==> src/inc/adcr_consts.vh <==
/*
 Constants for the amplifier control register bank: register offsets,
 field positions, reset values and ramp timing.
 Assumes an 8-bit control port with a 7-bit address is decoded upstream.
*/
// Function
// - the switching-frequency field picks 768k, 384k, 310k, 480k, 576k or 1.024M for codes 0 to 5.
// - the bridge bit selects two bridge-tied loads when 0 and one parallel bridge-tied load when 1.
// - the modulation field selects BD (00), single-sided pwm (01) or hybrid (10).
// - the core hold-reset bit resets to 1 and the core runs once software writes it to 0.
// - the mute bit sends a soft-mute request to left and right together, and clearing it restores volume.
// - mute and unmute ramp the gain smoothly rather than stepping it.
// - the power-state field selects deep sleep, sleep, high impedance or play, and resets to deep sleep.
// - with page wrap enabled, a sequential access in a non-zero book past a page end goes to location 8 of the next page.
// - with page wrap disabled, a sequential access past a page end goes to location 0 of the same page.
// - the bit-clock field encodes 32, 64, 128, 256 or 512 bit clocks per frame.
// - the sample-rate field encodes 32, 44.1, 48, 88.2 or 96 kHz, other codes reserved.
// - sample-rate code 0000, the reset value, selects automatic rate detection.
// - writing 1 to the register-reset bit returns all control registers to reset and clears itself.
`ifndef ADCR_CONSTS_VH
`define ADCR_CONSTS_VH

// ==========================================================
// offsets
`define ADCR_OFS_RESET 7'h01
`define ADCR_OFS_STAGE 7'h02
`define ADCR_OFS_CORE 7'h03
`define ADCR_OFS_PAGE 7'h0F
`define ADCR_OFS_AUDIO 7'h28

// ==========================================================
// reset values
`define ADCR_RST_STAGE 8'h00
`define ADCR_RST_CORE 8'h10
`define ADCR_RST_PAGE 8'h00
`define ADCR_RST_AUDIO 8'h00

// ==========================================================
// field positions
`define ADCR_BIT_REGRST 0
`define ADCR_BIT_PARALLEL_BRIDGE_LOAD 2
`define ADCR_BIT_HOLD 4
`define ADCR_BIT_MUTE 3
`define ADCR_BIT_WRAPDIS 3
`define ADCR_FSW_LSB 4
`define ADCR_PAGE_START 7'h08
`define ADCR_PAGE_LAST 7'h7F

// ==========================================================
// codes
`define ADCR_FSW_RSV_A 3'h6
`define ADCR_FS_AUTO 4'h0

// ==========================================================
// gain ramp: 1 us per step, 8-bit gain
`define ADCR_RAMP_STEP_NS 1000
`define ADCR_CLK_NS 50
`define ADCR_RAMP_CYC (`ADCR_RAMP_STEP_NS / `ADCR_CLK_NS)
// last tick count of one step, sized for the 5-bit step counter
`define ADCR_RAMP_LAST 5'h13
`define ADCR_GAIN_FULL 8'hFF

`endif

==> src/rtl/adcr_gain_ramp.v <==
/*
 Soft gain ramp shared by left and right channels.
 Assumes mute_req is synchronous to clk.
*/
`timescale 1ns/1ps
`default_nettype none
`include "adcr_consts.vh"

module adcr_gain_ramp (
	input wire clk,
	input wire rstn,
	input wire mute_req,
	output reg [7:0] gain_reg,
	output wire ramping
);
	reg [4:0] tick_reg;
	wire [7:0] target;
	wire step;

	assign target = mute_req ? 8'h00 : `ADCR_GAIN_FULL;
	assign ramping = (gain_reg != target);
	assign step = (tick_reg == `ADCR_RAMP_LAST);

	// ==========================================================
	// one lsb per step so the level never jumps
	always @(posedge clk or negedge rstn) begin
		if (!rstn) begin
			tick_reg <= 5'h00;
			gain_reg <= `ADCR_GAIN_FULL;
		end else begin
			tick_reg <= (step || !ramping) ? 5'h00 : tick_reg + 5'h01;
			if (step && ramping) begin
				if (gain_reg < target) begin
					gain_reg <= gain_reg + 8'h01;
				end else begin
					gain_reg <= gain_reg - 8'h01;
				end
			end
		end
	end
endmodule // adcr_gain_ramp
`default_nettype wire

==> src/rtl/adcr_regs.v <==
/*
 Control register bank for the class-D amplifier core: output stage,
 core reset, mute and power state, page wrap and audio clock format.
 Assumes the control port supplies synchronous single-cycle strobes.
*/
`timescale 1ns/1ps
`default_nettype none
`include "adcr_consts.vh"

module adcr_regs (
	input wire clk,
	input wire rstn,
	input wire [6:0] cp_addr,
	input wire [7:0] cp_wdata,
	input wire cp_wr,
	input wire cp_rd,
	output reg [7:0] cp_rdata,
	input wire seq_step,
	input wire book_nonzero,
	input wire [7:0] page_in,
	input wire [6:0] loc_in,
	output reg [7:0] page_next,
	output reg [6:0] loc_next,
	output reg [2:0] switching_freq_select,
	output reg fsw_valid,
	output reg parallel_bridge_select,
	output reg [1:0] modulation_scheme,
	output reg core_hold_reset,
	output reg [1:0] power_state,
	output reg [7:0] left_gain,
	output reg [7:0] right_gain,
	output wire ramp_busy,
	output reg [3:0] bitclk_per_frame,
	output reg [3:0] sample_rate_mode,
	output reg rate_auto_detect
);
	reg [7:0] stage_reg;
	reg [7:0] core_reg;
	reg [7:0] page_reg;
	reg [7:0] audio_reg;
	reg [7:0] rdata_next;
	wire reg_reset;
	wire [7:0] gain;

	// ==========================================================
	// register-reset bit reads back as 0: it is a pulse only
	assign reg_reset = cp_wr && (cp_addr == `ADCR_OFS_RESET)
		&& cp_wdata[`ADCR_BIT_REGRST];

	// ==========================================================
	// register writes
	always @(posedge clk or negedge rstn) begin
		if (!rstn) begin
			stage_reg <= `ADCR_RST_STAGE;
			core_reg <= `ADCR_RST_CORE;
			page_reg <= `ADCR_RST_PAGE;
			audio_reg <= `ADCR_RST_AUDIO;
		end else if (reg_reset) begin
			stage_reg <= `ADCR_RST_STAGE;
			core_reg <= `ADCR_RST_CORE;
			page_reg <= `ADCR_RST_PAGE;
			audio_reg <= `ADCR_RST_AUDIO;
		end else if (cp_wr) begin
			case (cp_addr)
				`ADCR_OFS_STAGE: stage_reg <= cp_wdata;
				`ADCR_OFS_CORE: core_reg <= cp_wdata;
				`ADCR_OFS_PAGE: page_reg <= cp_wdata;
				`ADCR_OFS_AUDIO: audio_reg <= cp_wdata;
				default: stage_reg <= stage_reg;
			endcase
		end
	end

	// ==========================================================
	// read back
	always @* begin
		case (cp_addr)
			`ADCR_OFS_STAGE: rdata_next = stage_reg;
			`ADCR_OFS_CORE: rdata_next = core_reg;
			`ADCR_OFS_PAGE: rdata_next = page_reg;
			`ADCR_OFS_AUDIO: rdata_next = audio_reg;
			default: rdata_next = 8'h00;
		endcase
	end

	always @(posedge clk or negedge rstn) begin
		if (!rstn) begin
			cp_rdata <= 8'h00;
		end else if (cp_rd) begin
			cp_rdata <= rdata_next;
		end
	end

	// ==========================================================
	// decoded controls, registered so outputs come from flip-flops
	always @(posedge clk or negedge rstn) begin
		if (!rstn) begin
			switching_freq_select <= 3'h0;
			fsw_valid <= 1'b1;
			parallel_bridge_select <= 1'b0;
			modulation_scheme <= 2'h0;
			core_hold_reset <= 1'b1;
			power_state <= 2'h0;
			bitclk_per_frame <= 4'h0;
			sample_rate_mode <= 4'h0;
			rate_auto_detect <= 1'b1;
			left_gain <= `ADCR_GAIN_FULL;
			right_gain <= `ADCR_GAIN_FULL;
		end else begin
			switching_freq_select <= stage_reg[`ADCR_FSW_LSB+2:`ADCR_FSW_LSB];
			// reserved codes 6 and 7 flagged by fsw_valid low; switching_freq_select still takes the new code
			fsw_valid <= (stage_reg[`ADCR_FSW_LSB+2:`ADCR_FSW_LSB] < `ADCR_FSW_RSV_A);
			parallel_bridge_select <= stage_reg[`ADCR_BIT_PARALLEL_BRIDGE_LOAD];
			modulation_scheme <= stage_reg[1:0];
			core_hold_reset <= core_reg[`ADCR_BIT_HOLD];
			power_state <= core_reg[1:0];
			bitclk_per_frame <= audio_reg[7:4];
			sample_rate_mode <= audio_reg[3:0];
			rate_auto_detect <= (audio_reg[3:0] == `ADCR_FS_AUTO);
			left_gain <= gain;
			right_gain <= gain;
		end
	end

	// one ramp drives both channels so they stay matched
	adcr_gain_ramp u_ramp (
		.clk(clk),
		.rstn(rstn),
		.mute_req(core_reg[`ADCR_BIT_MUTE]),
		.gain_reg(gain),
		.ramping(ramp_busy)
	);

	// ==========================================================
	// sequential address advance for the coefficient memory
	always @(posedge clk or negedge rstn) begin
		if (!rstn) begin
			page_next <= 8'h00;
			loc_next <= 7'h00;
		end else if (seq_step) begin
			if (loc_in != `ADCR_PAGE_LAST) begin
				page_next <= page_in;
				loc_next <= loc_in + 7'h01;
			end else if (page_reg[`ADCR_BIT_WRAPDIS] || !book_nonzero) begin
				page_next <= page_in;
				loc_next <= 7'h00;
			end else begin
				page_next <= page_in + 8'h01;
				loc_next <= `ADCR_PAGE_START;
			end
		end
	end
endmodule // adcr_regs
`default_nettype wire

==> config.mk <==
export PLATFORM = sky130hd
export DESIGN_NAME = adcr_regs
export DESIGN_NICKNAME = d
export VERILOG_FILES = /design/src/rtl/adcr_gain_ramp.v /design/src/rtl/adcr_regs.v
export VERILOG_INCLUDE_DIRS = /design/src /design/src/inc
export SDC_FILE = /design/constraint.sdc
export NUM_CORES = 1
export LEC_CHECK = 0
export BUFFER_PORTS_ARGS = -buffer_cell sky130_fd_sc_hd__buf_2
export CAP_MARGIN = 0
export CORE_UTILIZATION = 49
export DETAILED_ROUTE_END_ITERATION = 16
export GPL_TIMING_DRIVEN = 0
export PLACE_DENSITY = 0.76
export SYNTH_ARGS = -nofsm -noshare
export SYNTH_HDL_FRONTEND = slang
export SYNTH_HIERARCHICAL = 1
export SYNTH_SLANG_ARGS = --single-unit
==> constraint.sdc <==
create_clock -name clk -period 2.8 [get_ports clk]
set_input_delay 0.28 -clock clk [delete_from_list [all_inputs] [get_ports clk]]
set_output_delay 0.28 -clock clk [all_outputs]
set_load 0.05 [all_outputs]
* After elaboration in Yosys (flattened, before gate mapping) *
Cells that the tools add are included.
W data, S select, Z words.

word-level totals
  input bits = 36
  output and inout bits = 59
  flip-flop bits (word level) = 95

cells by class
  add/subtract/negate cells = 5
  $lt $le $gt $ge = 2
  muxes and demuxes = 20
  reductions and logical operators = 17
  eq/ne operators = 8

operators by type and width
  kind                   count
  $mux W8                16
  $pmux W8 S4            1
  $add A8 B1 Y8 const B  2
  $eq A7 B2 Y1 const B   2
  $reduce_bool A2 Y1     5
  $lt A8 B8 Y1           1
  $ne A8 B8 Y1           1
  $reduce_and A2 Y1      4
  $sub A8 B1 Y8 const B  1
  $add A7 B1 Y7 const B  1
  $eq A7 B1 Y1 const B   1
  $eq A7 B4 Y1 const B   1
  $eq A7 B6 Y1 const B   1
  $mux W7                1
  $ne A7 B7 Y1 const B   1
  $add A5 B1 Y5 const B  1
  $eq A5 B5 Y1 const B   1
  $mux W5                1
  $logic_not A4 Y1       1
  $mux W4                1
  $logic_and A1 B1 Y1    3
  $lt A3 B3 Y1 const B   1
  $logic_not A1 Y1       2
  $logic_or A1 B1 Y1     2

* Depth between registers and ports, before layout *
Gate-level depths: netlist of run 1.

  depth in word-level cells = 5
  depth in mapped cells = 11

* Cells and area by module *
The synthesis of run 1 kept the hierarchy.

modules (own cells, without submodules)
  module          sequential area each (µm²)  cells an instance  instances  area an instance (µm²)
  adcr_regs       2067.0                      301                1          3440.8
  adcr_gain_ramp  335.3                       96                 1          948.4

* Worst setup path after synthesis of run 1 *
OpenSTA, ideal clock, no wires.

  path type = reg-to-reg
  start = register core_reg[3]
  end = register u_ramp.gain_reg[7]
  stages on the path, launching flop included = 11
  buffers on the path = 0
  data arrival time = 2.620 ns
  path slack = 0.105 ns
  clock period less this slack = 2.695 ns
  cells stage by stage = dfrtp_1 ha_1 a21oi_1 a31oi_1 a211o_1 ha_1 a21oi_1 a211o_1 and3b_1 mux2i_1 xnor2_1

between the ends
  cells in the longest elaborated chain, start to end = 3

RTL lines
  item                                                   RTL line                                  RTL
  from (decl)                                            adcr_regs.v:38                            reg [7:0] core_reg;
  from (signal assigned)                                 adcr_regs.v:55                            core_reg <= `ADCR_RST_CORE;
  from (signal assigned)                                 adcr_regs.v:60                            core_reg <= `ADCR_RST_CORE;
  from (signal assigned)                                 adcr_regs.v:66                            `ADCR_OFS_CORE: core_reg <= cp_wdata;
  $mux W8 (no line) *                                    --
  $lt A8 B8 Y1 / $ne A8 B8 Y1 (equally long branches)    adcr_gain_ramp.v:33, adcr_gain_ramp.v:21
  $mux W8 / $logic_and A1 B1 Y1 (equally long branches)  adcr_gain_ramp.v:33, adcr_gain_ramp.v:32
  to (signal assigned)                                   adcr_gain_ramp.v:29                       gain_reg <= `ADCR_GAIN_FULL;
  to (signal assigned)                                   adcr_gain_ramp.v:34                       gain_reg <= gain_reg + 8'h01;
  to (signal assigned)                                   adcr_gain_ramp.v:36                       gain_reg <= gain_reg - 8'h01;
  to (decl)                                              adcr_gain_ramp.v:13                       output reg [7:0] gain_reg,

Every way passes the cells marked *; elsewhere a longest branch is shown, timed or not.
A chain may end at the register's enable or synchronous reset.

* Worst setup path in the final report of run 1 *
  start = register u_ramp.gain_reg[5]
  end = register u_ramp.gain_reg[7]

between the ends
  cells in the longest elaborated chain, start to end = 2

RTL lines
  item                                                   RTL line
  $sub A8 B1 Y8 (tied with other cells)                  adcr_gain_ramp.v:36
  $mux W8 / $logic_and A1 B1 Y1 (equally long branches)  adcr_gain_ramp.v:33, adcr_gain_ramp.v:32

Parallel ways exist; a longest one is shown, timed or not.

==> impl_results.md, run 1 <==
* Die Wd at between 90 and 100 um
* Cell Area, Synth at roughly 4400 um2
* Synth Instances at a little under 400
* Clk slew on worst S/H paths at 0.10 ns
* Most frequently used flop master after synthesis: dfrtp_1
* Layout cells sized above 1 at approximately 34%
* First-pass GRT wire length at 15,600 um
* Mux share of post-synthesis cell area at a little over 3%
* Worst relative slew slack at between 50% and 60%
* Nets@finish at around 560
* Xor/xnor share of the synthesized area at ~3.6%
* Root buf cell: clkbuf_8
* CP top delay family: compound AO/OA/AOI/OAI gates
* Nature of the critical path startpoint: flop
* Synth Area in Compound Gates at between 10% and 20%
* Finished Layout Cells at 621
* Crit Path Max Fanout at 8
* Drt via density at about 5.6
* Row cnt at 34
* Crit path buf inv count at 0
* Pre-CTS setup slack at -0.168 ns
* Die area at between 9000 and 10,000 um2
* Hold Crit Endpoint: audio_reg[3]
* Initial antenna violation count at 0
* Iteration-0 DRC count of the detailed router at around 200
* #FFs+latches synth at 95
* CTS Buffer Depth at 2
* Post-Syn Area per Cell at ~11 um2
* Max Fclk at between 0.3 and 0.4 GHz
* Final setup margin at about 0.041 ns
* Adder-Cell Fraction of Synth Area at 5.30%
* WP depth at 10
* Distinct cell type count after synthesis at 53
* Number of routed nets with antenna violations at 0
* VDD IR max at 0.284 mV
* WS Path Type: reg2reg
* Die Y at around 97 um
* Crit-path max cell delay at about 0.6 ns
* R2R setup slack at roughly 0.04 ns
* Worst Setup SP: u_ramp/gain_reg[5]
* Mapped Nets at approximately 450
* Drt first pass iters at 4
* Vias in the first global route at between 3,000 and 4,000
* Routed wire per std cell at roughly 15 um
* Cells on worst reg2reg path at 10
* Slowest cell on crit path: dfstp_2
* Total number of vias at between 3,000 and 4,000
* Leakage at roughly 0.0025 uW
* Ys Warns at 6
* Total congestion overflow at 0
* Worst hold path depth at 2
* Input/output buffers at 91
* Reg2Reg Launch Point: u_ramp/gain_reg[5]
* Fill cell count at roughly 700
* Largest net degree at the start of global routing at between 60 and 70
* Clock Sinks at 95
* Gpl congestion at roughly 0.92
* Post-Place Cells at between 500 and 600
* Starting Density at 50.6%
* Core Box Area at between 8000 and 9000 um2
* CP cell instances: ha_1 > nand4_4 > a31oi_1 > a211o_4 > ha_4 > a21oi_2 > a211o_1 > and3b_1 > mux2i_1 > xnor2_1
* Fin crit share at a little over nine tenths
* CTS tree: built
* Unrepaired setup endpoints after global routing: yes
* TritonCTS buffer count at 9
* Worst min path class: in2reg
* Crit path DAT at 3.05 ns
* Slew @ Worst Pin at approximately 0.61 ns
* Post-Synth Simple-Gate Area at between 10% and 20%
* Final Util at roughly 63%
* Minimum clock period after layout at around 2.8 ns
* Post-DP HPWL at ~6800 um
* # IOs at between 90 and 100
* CTS HTree Levels at 3
* Largest family of logic cells by synthesized area: compound AO/OA/AOI/OAI gates
* Final hold violation count at 0
* Setup TNS at 0 ns
* Fin. max-slew vios at 0
* Power after layout at between 2000 and 3000 uW
* Post-synth EDFFs at 0
* Latest clock arrival within the worst-skew pair at roughly 0.36 ns
* Status: finished, final reports clean
* Layout area overhead at 23.6%
* Drt total wl at 9340 um
* Ys async rst share at 100%
* Final setup vio count at 0
* Seq/Total Area, Yosys at approximately 55%
* Setup crit end kind: flop
* Critical Path RT at about 3 ns
* Drc violations at 0
* Clock Skews at about 0.007 ns
* Max-capacitance violation count at 0
* Origin of the worst min-delay path: cp_wdata[3]
* PwrDens at between 500 and 600 nW/um2
* RR Endpoint: u_ramp/gain_reg[7]
* Diodes inserted at 0
* Total GRT Usage at approximately 20%
report_power, final:
group	total, uW	leakage [uW]	switching (uW)	internal [uW]
Sequential	1520	0.00119	55.4	1470
Clock	915	0.000105	491	424
Combinational	472	0.00121	329	143
Total	2910	0.00250	875	2030
layout make-up:
cell class,count,area (um2),area share [%]
clock inverter,7,78.8,1.45
clock buffer,9,124,2.28
tap,108,135,2.49
sequential,95,2400,44.3
inverter,15,56.3,1.04
timing repair buffer,100,552,10.2
multi-input combinational,265,1960,36.0
buffer,22,120,2.21
metrics by stage:
| step | hold slack, ns | area (um2) |
|---|---|---|
| 4_1_cts | 0.180 | 5250 |
| 5_1_grt | 0.172 | 5430 |
| 3_3_place_gp | 0.373 | 4980 |
| 3_5_place_dp | 0.257 | 5010 |
| 2_1_floorplan | -0.0156 | 4390 |
| 6_report | 0.193 | 5430 |
synth_stat cells, drive strengths merged, types with 3 or more instances:
| cell type | instances | area (um2) |
|---|---|---|
| a21oi | 19 | 95.1 |
| o22a | 8 | 70.1 |
| nor2 | 25 | 93.8 |
| a22o | 17 | 149 |
| ha | 17 | 213 |
| nand2 | 37 | 139 |
| o22ai | 8 | 50.1 |
| mux2i | 11 | 110 |
| nand3 | 17 | 90.1 |
| nand4 | 3 | 25.0 |
| a31oi | 5 | 31.3 |
| or4 | 4 | 30.0 |
| o31ai | 3 | 22.5 |
| nor4 | 4 | 25.0 |
| dfrtp | 75 | 1880 |
| a22oi | 8 | 60.1 |
| inv | 15 | 56.3 |
| xnor2 | 15 | 131 |
| o21ai | 24 | 120 |
| nand4b | 3 | 26.3 |
| nor3 | 3 | 15.0 |
| xor2 | 3 | 26.3 |
| buf | 15 | 93.8 |
| dfstp | 20 | 526 |
| and3 | 4 | 26.3 |
| clkbuf | 7 | 26.3 |
worst max path at each step:
| stage | end | slack, ns |
|---|---|---|
| 2_1_floorplan | u_ramp/gain_reg[7] | 0.10 |
| 3_3_place_gp | u_ramp/gain_reg[7] | -0.11 |
| 3_5_place_dp | u_ramp/gain_reg[7] | -0.17 |
| 4_1_cts | u_ramp/gain_reg[6] | 0.02 |
| 5_1_grt | u_ramp/gain_reg[7] | -0.06 |
| 6_report | u_ramp/gain_reg[7] | 0.04 |
worst register-to-register path, stage by stage, from the launching register on:
cell	delay, ns
dfstp_2	0.60
ha_1	0.29
nand4_4	0.14
a31oi_1	0.07
a211o_4	0.42
ha_4	0.33
a21oi_2	0.07
a211o_1	0.30
and3b_1	0.16
mux2i_1	0.18
xnor2_1	0.14
layer usage:
layer  part of all wire [%]  track usage (%)  vias up
li1                       -                -     1657
met1                     47             29.5     1695
met2                     47             31.8      109
met3                    5.4             3.97        9
met4                    1.0             5.63        0
met5                      0                0        -
cell usage in the layout (no fill, tap or decap), drive strengths merged, types with 3 or more instances in the layout:
cell and n:
nor2 25, o31ai 3, a31oi 5, nor3 3, clkbuf 16, xnor2 15, inv 18, nand3 17
mux2i 11, dfstp 20, or4 4, a21oi 19, nor4 4, nand4 3, nand4b 3, o21ai 24
a22o 17, o22ai 8, clkinv 3, buf 114, dfrtp 75, and3 4, a22oi 8, o22a 8
xor2 3, ha 17, nand2 37
what timing repair did:
item / 4_1_cts / 5_1_grt
endpoints found under the hold margin: 32 / 0
buffers inserted: 1 / 6
gates resized for setup: 4 / 17
hold buffers: 1 / 0
setup endpoints to repair: 3 / 3
pin swaps: 1 / 3
cell families (layout without fill, tap and decap cells):
| group | after synthesis | after routing |
|---|---|---|
| AND/OR/NAND/NOR | 113 | 113 |
| flip-flops | 95 | 95 |
| buffers and inverters | 37 | 153 |
| adder cells (fa/ha/maj) | 18 | 18 |
| XOR/XNOR | 18 | 18 |
| AO/OA/AOI/OAI | 103 | 103 |
| multiplexers | 13 | 13 |
No activity file was read; power rests on OpenSTA's default activity.
==> inputs of run 2 (changes only) <==
--- a/config.mk
+++ b/config.mk
@@ -8,10 +8,12 @@
 export LEC_CHECK = 0
 export BUFFER_PORTS_ARGS = -buffer_cell sky130_fd_sc_hd__buf_2
 export CAP_MARGIN = 0
-export CORE_UTILIZATION = 49
+export CELL_PAD_IN_SITES_DETAIL_PLACEMENT = 0
+export CELL_PAD_IN_SITES_GLOBAL_PLACEMENT = 1
+export CORE_UTILIZATION = 38
 export DETAILED_ROUTE_END_ITERATION = 16
 export GPL_TIMING_DRIVEN = 0
-export PLACE_DENSITY = 0.76
+export PLACE_DENSITY_LB_ADDON = 0.1
 export SYNTH_ARGS = -nofsm -noshare
 export SYNTH_HDL_FRONTEND = slang
 export SYNTH_HIERARCHICAL = 1
==> impl_results.md, run 2 (synthesized netlist as in run 1, its figures left out) <==
* Hold Crit Endpoint: page_next[7] (was audio_reg[3])
* Unrepaired setup endpoints after global routing: yes (unchanged)
* CTS HTree Levels at 3 (unchanged)
* Origin of the worst min-delay path: page_in[7] (was cp_wdata[3])
* Layout area overhead at 27.6% (was 23.6%)
* CP cell instances: buf_6 > ha_4 > nand4b_1 > a31oi_2 > a211o_4 > ha_4 > nand3_4 > a211o_1 > and3b_1 > mux2i_1 > xnor2_1 (was ha_1 > nand4_4 > a31oi_1 > a211o_4 > ha_4 > a21oi_2 > a211o_1 > and3b_1 > mux2i_1 > xnor2_1)
* Setup crit end kind: flop (unchanged)
* Leakage at 0.00254 uW (was 0.00250 uW)
* First-pass GRT wire length at 17,200 um (was 15,600 um)
* Clk network pwr share at 36.0% (was 31.5%)
* Clk slew on worst S/H paths at 0.07 ns (was 0.10 ns)
* Slowest cell on crit path: dfrtp_2 (was dfstp_2)
* CTS Buffer Depth at 2 (unchanged)
* WS Path Type: reg2reg (unchanged)
* Setup TNS at 0 ns (unchanged)
* Crit Path Max Fanout at 8 (unchanged)
* Gate power share at 15.4% (was 16.2%)
* Commonest non-fill, non-tap cells in the layout: buf_2, dfrtp_1, nand2_1 (unchanged)
* Fill cell count at 1,042 (was 698)
* Worst hold path depth at 3 (was 2)
* Post-DP HPWL at 7460 um (was 6820 um)
* Final Util at 50.8% (was 62.5%)
* Nets@finish at 565 (was 562)
* Number of routed nets with antenna violations at 0 (unchanged)
* CP most frequent cell: ha_4
* VDD IR max at 0.267 mV (was 0.284 mV)
* Worst min path class: in2reg (unchanged)
* # IOs at 95 (unchanged)
* Latest clock arrival within the worst-skew pair at 0.34 ns (was 0.36 ns)
* R2R setup slack at 0.003 ns (was 0.04 ns)
* Cells on worst reg2reg path at 11 (was 10)
* Drt via density at 5.30 (was 5.59)
* Largest net degree at the start of global routing at 67 (was 63)
* Critical Path RT at 3.06 ns (was 3.09 ns)
* RR Endpoint: u_ramp/gain_reg[7] (unchanged)
* Core Box Area at 11,000 um2 (was 8680 um2)
* Layout cells sized above 1 at 34.9% (was 33.9%)
* Crit path DAT at 3.06 ns (was 3.05 ns)
* Die Wd at 109 um (was 96.6 um)
* Row cnt at 38 (was 34)
* Fin. max-slew vios at 0 (unchanged)
* PwrDens at 560 nW/um2 (was 536 nW/um2)
* Final setup vio count at 0 (unchanged)
* Reg2Reg Launch Point: core_reg[3] (was u_ramp/gain_reg[5])
* Total number of vias at 3,477 (was 3,470)
* TritonCTS buffer count at 9 (unchanged)
* Diodes inserted at 0 (unchanged)
* Nature of the critical path startpoint: flop (unchanged)
* Total congestion overflow at 0 (unchanged)
* Die Y at 109 um (was 96.6 um)
* CTS tree: built (unchanged)
* Most common cell after layout, fill and taps aside: buf_2 (unchanged)
* Int Power at 2220 uW (was 2030 uW)
* Iteration-0 DRC count of the detailed router at 189 (was 198)
* Drt first pass iters at 4 (unchanged)
* Sw Share at 29.2% (was 30.1%)
* Post-Place Cells at 629 (was 597)
* Minimum clock period after layout at 2.80 ns (was 2.76 ns)
* Max-capacitance violation count at 0 (unchanged)
* Sw power at 915 uW (was 875 uW)
* Finished Layout Cells at 656 (was 621)
* Drt total wl at 10,600 um (was 9340 um)
* Worst relative slew slack at 58.6% (was 59.0%)
* Clock Skews at 0.00840 ns (was 0.00712 ns)
* Die area at 12,000 um2 (was 9340 um2)
* Root buf cell: clkbuf_16 (was clkbuf_8)
* Max Fclk at 0.358 GHz (was 0.362 GHz)
* Routed wire per std cell at 16.2 um (was 15.0 um)
* Sequential share of power at 48.6% (was 52.3%)
* Gpl congestion at 0.855 (was 0.918)
* Input/output buffers at 91 (unchanged)
* Initial antenna violation count at 0 (unchanged)
* Fin crit share at 99.9% (was 98.5%)
* Slew @ Worst Pin at 0.618 ns (was 0.606 ns)
* Status: finished, final reports clean (unchanged)
* Crit-path max cell delay at 0.49 ns (was 0.60 ns)
* Starting Density at 39.8% (was 50.6%)
* Clock Sinks at 95 (unchanged)
* Vias in the first global route at 3,404 (was 3,272)
* Drc violations at 0 (unchanged)
* Final hold violation count at 0 (unchanged)
* Total GRT Usage at 19.1% (was 20.5%)
==> run 2: cell count changes in the layout (fill, tap and decap cells not counted), sizes merged <==
cell      before  now
buf          114  117
clkbuf        16   18
bufinv         1    0
clkinvlp       0    1
inv           18   15
clkinv         3    4
==> run 2: worst max-delay path by stage <==
| stage | slack (ns) | end | startpoint | depth (start not counted) |
|---|---|---|---|---|
| 2_1_floorplan | 0.10 | u_ramp/gain_reg[7] | core_reg[3] | 10 |
| 3_3_place_gp | -0.17 | u_ramp/gain_reg[7] | core_reg[3] | 10 |
| 3_5_place_dp | -0.20 | u_ramp/gain_reg[7] | core_reg[3] | 10 |
| 4_1_cts | 0.0009 | u_ramp/gain_reg[7] | u_ramp/gain_reg[6] | 10 |
| 5_1_grt | -0.12 | u_ramp/gain_reg[7] | core_reg[3] | 11 |
| 6_report | 0.003 | u_ramp/gain_reg[7] | core_reg[3] | 11 |
==> run 2: cell type report <==
class                      instances  area, um2  share of cell area (%)
sequential                        95       2400                    42.9
multi-input combinational        265       2000                    35.7
timing repair buffer             103        578                    10.3
clock buffer                      11        233                    4.16
tap                              140        175                    3.13
buffer                            22        120                    2.15
inverter                          15       56.3                    1.01
clock inverter                     5       35.0                   0.626
==> run 2: metal layers <==
| layer | wire length (um) | part of all wire, % | vias to the layer above | global-route usage, % |
|---|---|---|---|---|
| met4 | 179 | 1.7 | 0 | 8.76 |
| met2 | 4900 | 46 | 97 | 30.0 |
| met5 | 0 | 0 | - | 0 |
| li1 | - | - | 1671 | - |
| met3 | 551 | 5.2 | 11 | 3.38 |
| met1 | 4970 | 47 | 1698 | 25.7 |
==> run 2: critical path, delay by kind of cell (launching register included) <==
family | cells | cell delay (ns)
AO/OA/AOI/OAI | 3 | 0.82
AND/OR/NAND/NOR | 3 | 0.38
adder cells (fa/ha/maj) | 2 | 0.53
buffers and inverters | 1 | 0.16
flip-flops | 1 | 0.49
XOR/XNOR | 1 | 0.14
multiplexers | 1 | 0.19
==> run 2: metrics by stage <==
| stage | area, um2 | total power [uW] | hold slack [ns] | worst slack, ns |
|---|---|---|---|---|
| after floorplan | 4390 | 1830 | -0.0156 | 0.105 |
| after global placement | 5020 | 1990 | 0.378 | -0.166 |
| after detailed placement | 5050 | 2000 | 0.254 | -0.197 |
| after CTS | 5500 | 3160 | 0.203 | 0.000852 |
| after global routing | 5600 | 3280 | 0.214 | -0.116 |
| final | 5600 | 3130 | 0.217 | 0.00294 |
==> run 2: timing repair <==
action	in CTS	in global routing
resized for setup	15	12
pin swaps	2	12
setup endpoints to repair	4	2
hold buffers	1	0
endpoints found under the hold margin	27	0
buffers inserted	5	5
==> run 2: power by group through the flow <==
stage | registers [uW] | clock network (uW) | logic, uW
after CTS | 1520 | 1160 | 475
after detailed placement | 1550 | 0 | 452
final | 1520 | 1130 | 483
after global placement | 1550 | 0 | 441
after global routing | 1540 | 1220 | 527
after floorplan | 1700 | 0 | 130
